File: config.mk
export PLATFORM = sky130hd
export DESIGN_NAME = axis_card_counter
export DESIGN_NICKNAME = d
export VERILOG_FILES = /design/src/shared/axis_card_pkg.sv /design/src/shared/quad_if.sv /design/src/verilog/axis_card_counter.sv /design/src/verilog/quad_decoder.sv /design/src/verilog/read_watchdog.sv
export SDC_FILE = /design/constraint.sdc
export NUM_CORES = 1
export LEC_CHECK = 0
export BUFFER_PORTS_ARGS = -buffer_cell sky130_fd_sc_hd__buf_2
export CORE_AREA = 2 2 206 208
export DETAILED_ROUTE_END_ITERATION = 6
export DIE_AREA = 0 0 208 210
export GPL_ROUTABILITY_DRIVEN = 1
export PLACE_DENSITY = 0.57
export REMOVE_ABC_BUFFERS = 1
export SYNTH_ARGS = -nofsm -noshare
export SYNTH_HDL_FRONTEND = slang
export SYNTH_SLANG_ARGS = --single-unit
File: constraint.sdc
create_clock -name CLK -period 7.21 [get_ports CLK]
set_input_delay 0.721 -clock CLK [delete_from_list [all_inputs] [get_ports CLK]]
set_output_delay 0.721 -clock CLK [all_outputs]
set_load 0.005 [all_outputs]
File: src/shared/axis_card_pkg.sv
package axis_card_pkg;

  // ----------------------------------------
  // card geometry
  // ----------------------------------------
  localparam int AXES = 4;
  localparam int CNT_W = 16;
  localparam int DATA_W = 16;
  localparam int ADDR_W = 5;
  localparam int AXIS_LSB = 3;
  localparam int FN_LSB = 1;

  typedef logic [CNT_W-1:0] count_type;

  // function select, address bits 2..1
  localparam logic [1:0] FN_STATUS = 2'h0;
  localparam logic [1:0] FN_ACTUAL = 2'h1;
  localparam logic [1:0] FN_SET = 2'h2;
  localparam logic [1:0] FN_MEASURE = 2'h3;

  // ----------------------------------------
  // status byte layout
  // ----------------------------------------
  localparam int REF_ACTIVE_BIT = 0;
  localparam int REF_REACHED_BIT = 1;
  localparam int CAPTURE_ARM_BIT = 2;
  localparam int CAPTURE_READY_BIT = 3;
  localparam int WATCHDOG_EXPIRED_BIT = 7;

  localparam count_type COUNT_RESET = 16'h0000;
  localparam logic [DATA_W-1:0] SET_RESET = 16'h0000;
  localparam logic [DATA_W-1:0] READ_IDLE = 16'h0000;

  // evaluation multiplicity strapped per axis
  typedef enum logic [1:0] {
    EVAL_FOUR,
    EVAL_DOUBLE,
    EVAL_SINGLE,
    EVAL_COUNTER
  } eval_mode_type;

  // ----------------------------------------
  // pin synchroniser vector positions
  // ----------------------------------------
  localparam int SY_A = 0;
  localparam int SY_B = SY_A + AXES;
  localparam int SY_Z = SY_B + AXES;
  localparam int SY_PROBE = SY_Z + AXES;
  localparam int SY_MODE = SY_PROBE + 1;
  localparam int SY_FALL = SY_MODE + 2 * AXES;
  localparam int SY_WDCLR = SY_FALL + 1;
  localparam int SY_WDLAT = SY_WDCLR + 1;
  localparam int SYNC_W = SY_WDLAT + 1;

  // ----------------------------------------
  // timing
  // ----------------------------------------
  localparam int unsigned CLK_HZ = 50000000;
  localparam int unsigned WDOG_TIME_MS = 20;
  localparam int unsigned WDOG_CYCLES = WDOG_TIME_MS * (CLK_HZ / 1000);

endpackage

File: src/shared/quad_if.sv
`timescale 1ns/1ps
interface quad_if;
  logic a;
  logic b;
  axis_card_pkg::eval_mode_type mode;
  logic up;
  logic down;

  modport decoder (input a, input b, input mode, output up, output down);
  modport owner (output a, output b, output mode, input up, input down);
endinterface

File: src/verilog/axis_card_counter.sv
// Local design decisions: strobed register access and the register offsets.
`timescale 1ns/1ps
// Operation
// host reads each active axis position once to start its discriminator
// in latched mode host writes a status byte to arm the watchdog
// every position read retriggers the read watchdog
// host reads captured values during init to reset capture logic
// writing capture_arm_bit as 1 in any status arms a capture
// probe trigger while armed freezes positions of all axes
// reading an axis captured value releases its frozen position
// position read while capture unread returns capture, no release
// reading the captured value clears capture_ready_bit
// host reads unneeded captured values too, to release positions
// after capture, re-arming needs at least one captured value read
// new capture leaves unread captured values unchanged
// reading a captured value does not retrigger the watchdog
// reading any captured value before trigger cancels armed capture
// probe polarity selectable; active level fires at once when armed
// watchdog expiry clears set value only when the option is on
// set value is a 16-bit signed code passed through unchanged
// counter mode counts track a pulses; position read clears it
// track b change stops counter; resumes on enabling level plus reset
// zero pulse resets the counter in counter mode
// host rereads position after reference point and discards old one
// position counter is 16 bits, up/down, wraps without carry
// a normal position read leaves the counter unchanged
// watchdog_expired_bit is the top bit of each status byte
// discriminator counts one, two or four per quadrature cycle
module axis_card_counter #(
  parameter int unsigned WDOG_CYCLES = axis_card_pkg::WDOG_CYCLES
) (
  // clock and reset
  input wire logic CLK,
  input wire logic RST_N,
  // register port
  input wire logic [axis_card_pkg::ADDR_W-1:0] ADDR,
  input wire logic [axis_card_pkg::DATA_W-1:0] WDATA,
  input wire logic WR,
  input wire logic RD,
  output logic [axis_card_pkg::DATA_W-1:0] RDATA,
  // encoder pins
  input wire logic [axis_card_pkg::AXES-1:0] TRACK_A,
  input wire logic [axis_card_pkg::AXES-1:0] TRACK_B,
  input wire logic [axis_card_pkg::AXES-1:0] ZERO_PULSE,
  input wire logic TOUCH_PROBE_INPUT,
  // jumper straps
  input wire logic [axis_card_pkg::AXES-1:0][1:0] EVAL_MODE,
  input wire logic PROBE_FALLING,
  input wire logic WDOG_CLEARS_SET,
  input wire logic WDOG_LATCHED,
  // outputs
  output logic [axis_card_pkg::AXES-1:0][axis_card_pkg::DATA_W-1:0] SET_VALUE,
  output logic WDOG_EXPIRED
);

  // ----------------------------------------
  // pin synchronisers
  // ----------------------------------------
  logic [axis_card_pkg::SYNC_W-1:0] meta_q, meta_d;
  logic [axis_card_pkg::SYNC_W-1:0] sync_q, sync_d;

  always_comb begin
    meta_d = {WDOG_LATCHED, WDOG_CLEARS_SET, PROBE_FALLING, EVAL_MODE,
              TOUCH_PROBE_INPUT, ZERO_PULSE, TRACK_B, TRACK_A};
    sync_d = meta_q;
  end

  always_ff @(posedge CLK or negedge RST_N) begin
    if (!RST_N) begin
      meta_q <= '0;
      sync_q <= '0;
    end else begin
      meta_q <= meta_d;
      sync_q <= sync_d;
    end
  end

  logic probe_active, wd_clear_opt, wd_latched;

  // level, not edge: an already active probe fires on arming
  assign probe_active = sync_q[axis_card_pkg::SY_PROBE] ^
                        sync_q[axis_card_pkg::SY_FALL];
  assign wd_clear_opt = sync_q[axis_card_pkg::SY_WDCLR];
  assign wd_latched = sync_q[axis_card_pkg::SY_WDLAT];

  // ----------------------------------------
  // address decode
  // ----------------------------------------
  logic [1:0] fn;
  logic [1:0] sel;
  logic [axis_card_pkg::AXES-1:0] rd_pos, rd_cap, wr_stat, wr_set;
  logic any_rd_pos, any_rd_cap, any_wr_stat, arm_req;

  assign fn = ADDR[axis_card_pkg::FN_LSB +: 2];
  assign sel = ADDR[axis_card_pkg::AXIS_LSB +: 2];
  assign any_rd_pos = RD & (fn == axis_card_pkg::FN_ACTUAL);
  assign any_rd_cap = RD & (fn == axis_card_pkg::FN_MEASURE);
  assign any_wr_stat = WR & (fn == axis_card_pkg::FN_STATUS);
  assign arm_req = any_wr_stat &
                   WDATA[axis_card_pkg::CAPTURE_ARM_BIT];

  always_comb begin
    rd_pos = '0;
    rd_cap = '0;
    wr_stat = '0;
    wr_set = '0;
    rd_pos[sel] = any_rd_pos;
    rd_cap[sel] = any_rd_cap;
    wr_stat[sel] = any_wr_stat;
    wr_set[sel] = WR & (fn == axis_card_pkg::FN_SET);
  end

  // ----------------------------------------
  // read watchdog
  // ----------------------------------------
  logic wd_expired;

  // captured-value reads are left out of the retrigger
  read_watchdog #(
    .CYCLES(WDOG_CYCLES)
  ) u_watchdog (
    .clk(CLK),
    .rst_n(RST_N),
    .retrigger(any_rd_pos), // see
    .rearm(any_wr_stat),
    .latched(wd_latched),
    .expired(wd_expired)
  );

  assign WDOG_EXPIRED = wd_expired;

  // ----------------------------------------
  // capture sequence
  // ----------------------------------------
  typedef enum logic [1:0] {
    CAP_IDLE,
    CAP_ARMED,
    CAP_DONE
  } cap_state_type;

  cap_state_type cap_state_q, cap_state_d;
  logic fire;

  always_comb begin
    cap_state_d = cap_state_q;
    fire = 1'b0;
    unique case (cap_state_q)
      CAP_IDLE: begin
        if (arm_req && !any_rd_cap) begin
          cap_state_d = CAP_ARMED;
        end
      end
      CAP_ARMED: begin
        // a captured-value read wins over a probe in the same cycle
        if (any_rd_cap) begin // see
          cap_state_d = CAP_IDLE;
        end else if (probe_active) begin // see
          cap_state_d = CAP_DONE;
          fire = 1'b1;
        end
      end
      CAP_DONE: begin
        // arming is ignored until a captured value has been read
        if (any_rd_cap) begin
          cap_state_d = CAP_IDLE;
        end
      end
      default: begin
        cap_state_d = CAP_IDLE;
      end
    endcase
  end

  always_ff @(posedge CLK or negedge RST_N) begin
    if (!RST_N) begin
      cap_state_q <= CAP_IDLE;
    end else begin
      cap_state_q <= cap_state_d;
    end
  end

  // ----------------------------------------
  // per-axis counters
  // ----------------------------------------
  axis_card_pkg::count_type count_q [axis_card_pkg::AXES];
  axis_card_pkg::count_type cap_q [axis_card_pkg::AXES];
  logic [axis_card_pkg::DATA_W-1:0] set_q [axis_card_pkg::AXES];
  logic [axis_card_pkg::AXES-1:0] ready_q, ref_act_q, ref_done_q;

  genvar i;
  generate
    for (i = 0; i < axis_card_pkg::AXES; i++) begin : g_axis
      quad_if qi ();
      axis_card_pkg::count_type count_d, cap_d;
      logic [axis_card_pkg::DATA_W-1:0] set_d;
      logic ready_d, ref_act_d, ref_done_d;
      logic init_q, init_d, stop_q, stop_d;
      logic zprev_q, zprev_d, bprev_q, bprev_d;
      logic z, b, zero_evt, b_chg, clr;

      assign z = sync_q[axis_card_pkg::SY_Z + i];
      assign b = sync_q[axis_card_pkg::SY_B + i];
      assign qi.a = sync_q[axis_card_pkg::SY_A + i];
      assign qi.b = b;
      assign qi.mode = axis_card_pkg::eval_mode_type'(
        sync_q[axis_card_pkg::SY_MODE + 2 * i +: 2]);

      quad_decoder u_dec (
        .clk(CLK),
        .rst_n(RST_N),
        .q(qi)
      );

      always_comb begin
        count_d = count_q[i];
        cap_d = cap_q[i];
        set_d = set_q[i];
        ready_d = ready_q[i];
        ref_act_d = ref_act_q[i];
        ref_done_d = ref_done_q[i];
        init_d = init_q | rd_pos[i];
        stop_d = stop_q;
        zprev_d = z;
        bprev_d = b;
        zero_evt = z & ~zprev_q;
        b_chg = b ^ bprev_q;
        clr = (rd_pos[i] & ~ready_q[i]) | zero_evt; // see
        if (qi.mode == axis_card_pkg::EVAL_COUNTER) begin
          if (b_chg) begin
            stop_d = 1'b1;
          end else if (clr && b) begin
            stop_d = 1'b0;
          end
          if (clr) begin
            count_d = axis_card_pkg::COUNT_RESET;
          end else if (qi.up && !stop_q) begin
            count_d = count_q[i] + 1'b1;
          end
        end else if (ref_act_q[i] && zero_evt) begin
          count_d = axis_card_pkg::COUNT_RESET;
          ref_act_d = 1'b0;
          ref_done_d = 1'b1;
        end else if (init_q) begin
          // reads alone never touch the count here
          if (qi.up) begin
            count_d = count_q[i] + 1'b1;
          end else if (qi.down) begin
            count_d = count_q[i] - 1'b1;
          end
        end
        if (wr_stat[i] && WDATA[axis_card_pkg::REF_ACTIVE_BIT]) begin
          ref_act_d = 1'b1;
          ref_done_d = 1'b0;
        end
        if (rd_cap[i]) begin
          ready_d = 1'b0; // see
        end else if (fire && !ready_q[i]) begin
          cap_d = count_q[i]; // see
          ready_d = 1'b1;
        end
        if (wd_expired && wd_clear_opt) begin
          set_d = axis_card_pkg::SET_RESET;
        end else if (wr_set[i]) begin
          set_d = WDATA;
        end
      end

      always_ff @(posedge CLK or negedge RST_N) begin
        if (!RST_N) begin
          count_q[i] <= axis_card_pkg::COUNT_RESET;
          cap_q[i] <= axis_card_pkg::COUNT_RESET;
          set_q[i] <= axis_card_pkg::SET_RESET;
          ready_q[i] <= 1'b0;
          ref_act_q[i] <= 1'b0;
          ref_done_q[i] <= 1'b0;
          init_q <= 1'b0;
          stop_q <= 1'b0;
          zprev_q <= 1'b0;
          bprev_q <= 1'b0;
        end else begin
          count_q[i] <= count_d;
          cap_q[i] <= cap_d;
          set_q[i] <= set_d;
          ready_q[i] <= ready_d;
          ref_act_q[i] <= ref_act_d;
          ref_done_q[i] <= ref_done_d;
          init_q <= init_d;
          stop_q <= stop_d;
          zprev_q <= zprev_d;
          bprev_q <= bprev_d;
        end
      end

      assign SET_VALUE[i] = set_q[i];
    end
  endgenerate

  // ----------------------------------------
  // read data
  // ----------------------------------------
  logic [axis_card_pkg::DATA_W-1:0] rdata_q, rdata_d;

  always_comb begin
    rdata_d = axis_card_pkg::READ_IDLE;
    if (RD) begin
      unique case (fn)
        axis_card_pkg::FN_STATUS: begin
          rdata_d[axis_card_pkg::REF_REACHED_BIT] = ref_done_q[sel];
          rdata_d[axis_card_pkg::CAPTURE_READY_BIT] = ready_q[sel];
          rdata_d[axis_card_pkg::WATCHDOG_EXPIRED_BIT] =
            wd_expired;
        end
        axis_card_pkg::FN_ACTUAL: begin
          // frozen while the capture is unread
          if (ready_q[sel]) begin
            rdata_d = cap_q[sel];
          end else begin
            rdata_d = count_q[sel];
          end
        end
        axis_card_pkg::FN_SET: begin
          rdata_d = axis_card_pkg::READ_IDLE;
        end
        axis_card_pkg::FN_MEASURE: begin
          rdata_d = cap_q[sel];
        end
      endcase
    end
  end

  always_ff @(posedge CLK or negedge RST_N) begin
    if (!RST_N) begin
      rdata_q <= axis_card_pkg::READ_IDLE;
    end else begin
      rdata_q <= rdata_d;
    end
  end

  assign RDATA = rdata_q;

endmodule

File: src/verilog/quad_decoder.sv
`timescale 1ns/1ps
module quad_decoder (
  // clock and reset
  input wire logic clk,
  input wire logic rst_n,
  // synchronised tracks and count strobes
  quad_if.decoder q
);

  logic a_q, a_d, b_q, b_d;
  logic a_chg, b_chg;

  always_comb begin
    a_d = q.a;
    b_d = q.b;
    a_chg = q.a ^ a_q;
    b_chg = q.b ^ b_q;
    q.up = 1'b0;
    q.down = 1'b0;
    unique case (q.mode)
      axis_card_pkg::EVAL_FOUR: begin
        q.up = (a_chg & (q.a != q.b)) | (b_chg & (q.a == q.b));
        q.down = (a_chg & (q.a == q.b)) | (b_chg & (q.a != q.b));
      end
      axis_card_pkg::EVAL_DOUBLE: begin
        q.up = a_chg & (q.a != q.b);
        q.down = a_chg & (q.a == q.b);
      end
      axis_card_pkg::EVAL_SINGLE: begin
        q.up = a_chg & q.a & ~q.b;
        q.down = a_chg & q.a & q.b;
      end
      axis_card_pkg::EVAL_COUNTER: begin
        // plain pulse count on rising track a
        q.up = a_chg & q.a;
      end
    endcase
  end

  always_ff @(posedge clk or negedge rst_n) begin
    if (!rst_n) begin
      a_q <= 1'b0;
      b_q <= 1'b0;
    end else begin
      a_q <= a_d;
      b_q <= b_d;
    end
  end

endmodule

File: src/verilog/read_watchdog.sv
`timescale 1ns/1ps
module read_watchdog #(
  parameter int unsigned CYCLES = axis_card_pkg::WDOG_CYCLES
) (
  // clock and reset
  input wire logic clk,
  input wire logic rst_n,
  // control
  input wire logic retrigger,
  input wire logic rearm,
  input wire logic latched,
  // state
  output logic expired
);

  localparam int CW = $clog2(CYCLES + 1);
  localparam logic [CW-1:0] LAST = CW'(CYCLES - 1);

  logic [CW-1:0] count_q, count_d;
  logic expired_q, expired_d;
  logic armed_q, armed_d;
  logic timeout;

  always_comb begin
    count_d = count_q;
    expired_d = expired_q;
    armed_d = armed_q;
    timeout = (count_q == LAST) & ~retrigger;
    if (retrigger || rearm) begin
      count_d = '0;
    end else if (count_q != LAST) begin
      count_d = count_q + 1'b1;
    end
    if (latched) begin
      // stored expiry: only a status write clears it and arms
      if (rearm) begin
        armed_d = 1'b1;
        expired_d = 1'b0;
      end else if (armed_q && timeout) begin
        expired_d = 1'b1;
      end
    end else begin
      expired_d = timeout;
    end
  end

  always_ff @(posedge clk or negedge rst_n) begin
    if (!rst_n) begin
      count_q <= '0;
      expired_q <= 1'b0;
      armed_q <= 1'b0;
    end else begin
      count_q <= count_d;
      expired_q <= expired_d;
      armed_q <= armed_d;
    end
  end

  assign expired = expired_q;

endmodule

==> results.tsv, run 1 <==
metric	value	unit
status	finished, final reports clean	
layout-drive-gt1-share	18.51	%
skew	0.03240	ns
path_class	flop to flop	
post_cts_buffers	0	
crit_required	7.71	ns
row_count	75	
fin_tns_setup	0	ns
fillers	3939	
num-nets-final	1828	
max_stage_delay	0.84	ns
synth_area	0.01633	mm^2
holdBufCountCts	0	
rsz0062_at_grt	false	
final_util	45.05	%
ys_types	85	
regArea	0.007807	mm^2
crit_path_max_fanout	17	
synth_ff_type	dfrtp_1	
synth_edf_count	0	
netlist_top_cells_area	dfrtp_1 48%, nand2_1 6.1%, mux4_2 4.7%	
dr_total_vias	13610	
h-tree-depth	2	
clock_latency	0.56	ns
worstMarginPinSlew	1.249	ns
totalWireLength	47190	um
whs	0.1503	ns
core-area	0.04148	mm^2
post_drt_wl_per_cell	20.23	um
netlist_instances	1694	
drt_pass1_iterations	7	
postSynthAreaPerCell	9.637	um^2
hp-class	input pin to async pin	
numCtsBuffers	37	
drt_iter0_drc	1259	
synth-warning-count	0	
p_per_area	338.0	mW/mm^2
async_flop_share	100.0	%
critPathLaunchType	flop	
antenna_found_initial	1	
routabilityCongestion	0.8742	
ys_seq_area_share	47.82	%
drv_cap	0	
slew_headroom	16.72	%
io_buffers	128	
setup_viol	0	
fin_crit	4.001	ns
cts_root_buf	clkbuf_16	
diodes	0	
grt_start_max_net_pins	90	
gr-usage-all-layers	21.40	%
die_x	208	um
period_share	55.49	%
cts_tree	done	
multi_input_area	0.007936	mm^2
die_area	0.04368	mm^2
cp_slowest_cell	o21ai_1	
grt_pass1_vias	13360	
fp.dieH	210	um
initial_core_util	39.36	%
overflow	0	
synth_top_cell_by_area	dfrtp_1	
synth_seq_cells	312	
cts.sinks	312	
peakVddDrop	0.1584	mV
p_leak	8.076	nW
dp_hpwl	31860	um
cts_resized	0	
grt_pass1_wl	75260	um
area_growth	14.45	%
viasPerCell	5.834	
io_pins	130	
hold_viol_final	0	
drc	0	
cp-end-kind	flop	
drv_slew	0	
crit_arrival	4.50	ns
cp_cell_sequence	and3b_1 > o21ai_1 > nand3_2 > o22ai_2 > or2_0 > o221a_2	
clkTransAtPathRegs	0.06	ns
clock_path_buffers	3	
fmax	0.2500	GHz
drtAntennaViolNets	0	
synth_top_area_share	47.82	%
[power breakdown]
group          internal (mW)  switching, mW
clock network           1.30          0.772
logic                  0.743          0.844
registers               2.12          0.537
[critical path, delay by kind of cell, from the launching register on]
| kind | cells | cell delay, ns |
|---|---|---|
| and+or+nand+nor | 3 | 1.47 |
| AOI/OAI and AO/OA | 3 | 1.97 |
| DFF | 1 | 0.48 |
[sequential cells by signal (all words and copies together), names as in the netlist, 16 cells and up]
name                cells
SET_VALUE              64
cap_q                  64
u_watchdog.count_q     20
meta_q                 24
count_q                64
sync_q                 24
RDATA                  16
[cell usage in the layout (no fill, tap or decap), types with 14 or more instances in the layout]
cell type,n
and3_1,20
o21ai_0,75
a211oi_1,23
buf_4,19
dfrtp_1,312
a21oi_1,137
nor2_1,130
buf_2,127
inv_1,33
a221oi_1,23
xnor2_1,15
nand3_1,45
o31ai_1,31
a31oi_1,14
nor2b_1,14
nand2_1,266
mux4_2,34
mux2i_1,17
mux2_2,48
clkbuf_16,39
nor4_1,18
nand4_1,25
nor3_1,36
[routing by layer]
layer  share of wire, %  track usage (%)
met1                 44            29.93
met2                 47            33.80
met3                5.8            3.293
met4                2.9            7.899
met5                  0                0
[worst paths after layout]
kind,from,end,slack [ns],cells after the start
max,sync_q[4],count_q[63],3.21,6
min,RST_N,count_q[58],0.15,1
max reg2reg,sync_q[4],count_q[63],3.21,6
min reg2reg,meta_q[23],sync_q[23],0.33,0
max in group asynchronous,RST_N,u_watchdog.count_q[18],5.46,2
min in group CLK,TRACK_A[0],meta_q[0],0.27,1
[cells by family (layout without fill, tap and decap cells)]
family | after synthesis | in the layout | share of synthesized area [%]
flops | 312 | 312 | 47.82
buf+inv | 147 | 247 | 3.602
mux | 99 | 99 | 9.043
simple gates | 668 | 668 | 19.73
fa+ha+maj | 13 | 13 | 0.9963
xor+xnor | 28 | 28 | 1.502
compound gates | 427 | 427 | 17.30
[layout make-up]
| cell class | count | share of cell area [%] |
|---|---|---|
| Multi-Input combinational cell | 1235 | 42.47 |
| Sequential cell | 312 | 41.78 |
| Clock buffer | 49 | 5.745 |
| Timing Repair Buffer | 147 | 4.245 |
| Tap cell | 539 | 3.609 |
| Clock inverter | 18 | 1.480 |
| Inverter | 33 | 0.6629 |
[through the flow]
stage / area (um^2) / power, mW / worst slack (ns) / instances
after detailed placement: 17340 / 4.240 / 3.264 / 2266
after floorplan: 15860 / 3.594 / 4.429 / 1580
after global routing: 18690 / 6.673 / 2.955 / 2333
final: 18690 / 6.316 / 3.209 / 2333
after global placement: 17340 / 4.204 / 3.227 / 2266
after CTS: 18690 / 6.344 / 3.287 / 2333
[cell usage after synthesis, types with 10 or more instances]
cell,n
dfrtp_1,312
nand2_1,266
a21oi_1,137
nor2_1,130
clkbuf_1,91
o21ai_0,75
mux2_2,48
nand3_1,45
nor3_1,37
mux4_2,34
inv_1,33
o31ai_1,31
nand4_1,25
a211oi_1,23
a221oi_1,23
and3_1,20
nor4_1,18
buf_2,17
mux2i_1,17
xnor2_1,15
a31oi_1,14
and2_1,14
nor2b_1,14
ha_1,13
nand2b_1,13
nor3b_1,13
or2_2,13
xor2_1,13
or3_1,11
o21a_1,10
o221a_2,10
Power figures use the tool's default switching activity.
==> run 2, diff against run 1 <==
clock period = 4.1 ns   (was 7.21 ns; I/O delays follow)
==> run 2 against run 1 <==
First-iteration DRC count decreased by 9.8%. Clock skew decreased by 0.0086 ns. Combinational power grew 79%. Wire length is 1.1% higher. Total power up 74%. Critical path depth increased by 1.
==> results.tsv, run 2 (same netlist as run 1, synthesis figures left out) <==
metric	value	unit	change
fin_crit	3.269	ns	was 4.001 ns
num-nets-final	1861		was 1,828
p_leak	8.219	nW	was 8.076 nW
fin_tns_setup	0	ns	unchanged
critPathLaunchType	flop		unchanged
power_frac_clock	31.9	%	was 32.8%
routabilityCongestion	0.9049		was 0.8742
rrSetupSlack	0.83	ns	was 3.21 ns
cts_root_buf	clkbuf_16		unchanged
reg2reg_from	sync_q[4]		unchanged
cp_top_family	compound AO/OA/AOI/OAI gates		unchanged
clock_latency	0.57	ns	was 0.56 ns
grt_pass1_wl	75330	um	was 75,260 um
cts_resized	0		unchanged
place_inst	2274		was 2,266
grt_start_max_net_pins	106		was 90
worstMarginPinSlew	1.271	ns	was 1.249 ns
drtAntennaViolNets	0		unchanged
timing.rr.end	count_q[63]		unchanged
hold_path_end	SET_VALUE[3]		
core-area	0.04148	mm^2	unchanged
setup_viol	0		unchanged
cts.sinks	312		unchanged
p_int	7.220	mW	was 4.162 mW
drv_cap	0		unchanged
drt_iter0_drc	1136		was 1,259
cts_tree	done		unchanged
whs_path_depth	3		
combPwrFrac	25.8	%	was 25.1%
fp.dieH	210	um	unchanged
swShare	34.48	%	was 34.09%
overflow	0		unchanged
post_drt_wl_per_cell	20.14	um	was 20.23 um
layout_common_cells	312 x dfrtp_1, 266 x nand2_1, 137 x a21oi_1, 130 x nor2_1, 127 x buf_2		unchanged
numCtsBuffers	37		unchanged
holdBufCountCts	25		was 0
viasPerCell	5.815		was 5.834
cp_cell_sequence	and3b_1 > o21ai_1 > nand3_2 > o22ai_2 > or2_0 > buf_4 > o221a_2		was and3b_1 > o21ai_1 > nand3_2 > o22ai_2 > or2_0 > o221a_2
die_x	208	um	unchanged
rsz0062_at_grt	false		unchanged
io_pins	130		unchanged
layout-drive-gt1-share	18.49	%	was 18.51%
peakVddDrop	0.2522	mV	was 0.1584 mV
power_frac_seq	42.3	%	was 42.1%
row_count	75		unchanged
totalWireLength	47690	um	was 47,190 um
crit_path_max_fanout	15		was 17
hp-class	input pin to flop		was input pin to async pin
crit_required	4.58	ns	was 7.71 ns
grt_pass1_vias	13390		was 13,360
fmax	0.3059	GHz	was 0.2500 GHz
area_growth	16.34	%	was 14.45%
cp_slowest_cell	o21ai_1		unchanged
pre_cts_slack	0.9969	ns	was 3.264 ns
die_area	0.04368	mm^2	unchanged
clock_path_buffers	3		unchanged
gr-usage-all-layers	21.56	%	was 21.40%
path_class	flop to flop		unchanged
post_cts_buffers	0		unchanged
cp-end-kind	flop		unchanged
initial_core_util	39.36	%	unchanged
dp_hpwl	32730	um	was 31,860 um
io_buffers	128		unchanged
setup_ws	0.8308	ns	was 3.209 ns
clkTransAtPathRegs	0.06	ns	about the same
drc	0		unchanged
whs	0.1127	ns	was 0.1503 ns
period_share	79.74	%	was 55.49%
skew	0.02376	ns	was 0.03240 ns
reg2reg_depth	7		was 6
drt_pass1_iterations	5		was 7
fin_cells	2368		was 2,333
drv_slew	0		unchanged
critPathBufInv	1		was 0
p_per_area	580.1	mW/mm^2	was 338.0 mW/mm^2
final_common_cell	dfrtp_1		unchanged
crit_arrival	3.75	ns	was 4.50 ns
slew_headroom	14.61	%	was 16.72%
h-tree-depth	2		unchanged
fillers	3934		was 3,939
antenna_found_initial	3		was 1
p_switching	3.799	mW	was 2.153 mW
hold_viol_final	0		unchanged
hold_start	WDATA[3]		
status	finished, final reports clean		unchanged
max_stage_delay	0.86	ns	was 0.84 ns
dr_total_vias	13770		was 13,610
[run 2: tightest hold or removal path, stage by stage]
cell,delay [ns]
buf_2,0.12
nand2_1,0.05
a21oi_1,0.05
[run 2: how the worst max path moves through the flow]
| stage | from | endpoint | slack (ns) | cells past startpoint |
|---|---|---|---|---|
| after detailed placement | sync_q[4] | count_q[63] | 1.0 | 7 |
| final | sync_q[4] | count_q[63] | 0.83 | 7 |
| after global placement | ADDR[4] | count_q[63] | 1.03 | 8 |
| after floorplan | sync_q[4] | count_q[63] | 1.32 | 6 |
| after CTS | sync_q[4] | count_q[63] | 0.93 | 7 |
| after global routing | sync_q[4] | count_q[63] | 0.72 | 7 |
[run 2: layer usage]
metal | part of all wire [%] | GRT usage (%) | up-vias | wire [um]
li1 | - | - | 6388 | -
met1 | 44 | 29.54 | 6882 | 21100
met2 | 48 | 34.96 | 410 | 22720
met3 | 5.5 | 3.710 | 90 | 2636
met4 | 2.6 | 6.921 | 0 | 1232
met5 | 0 | 0 | - | 0
[run 2: area by class of cell]
| type | instances | area [um^2] | share of cell area [%] |
|---|---|---|---|
| Multi-Input combinational cell | 1235 | 7936 | 41.79 |
| Sequential cell | 312 | 7807 | 41.11 |
| Timing Repair Buffer | 180 | 1141 | 6.008 |
| Clock buffer | 52 | 1074 | 5.652 |
| Tap cell | 539 | 674.4 | 3.551 |
| Clock inverter | 16 | 234.0 | 1.232 |
| Inverter | 33 | 123.9 | 0.6522 |
| Antenna cell | 1 | 2.502 | 0.01318 |
[run 2: through the flow]
| step | instance area, um^2 | total power, mW | utilization [%] |
|---|---|---|---|
| after floorplan | 15860 | 6.320 | - |
| after global placement | 17430 | 7.409 | 42.03 |
| after detailed placement | 17430 | 7.483 | 42.03 |
| after CTS | 18990 | 11.08 | 45.79 |
| after global routing | 18990 | 11.65 | 45.79 |
| final | 18990 | 11.02 | 45.79 |
[run 2: power groups by stage]
stage | clock network, mW | registers (mW) | logic [mW]
after detailed placement | 0 | 4.68 | 2.80
after global routing | 3.74 | 4.76 | 3.14
after global placement | 0 | 4.66 | 2.75
final | 3.51 | 4.66 | 2.84
after floorplan | 0 | 4.33 | 1.99
after CTS | 3.60 | 4.64 | 2.84
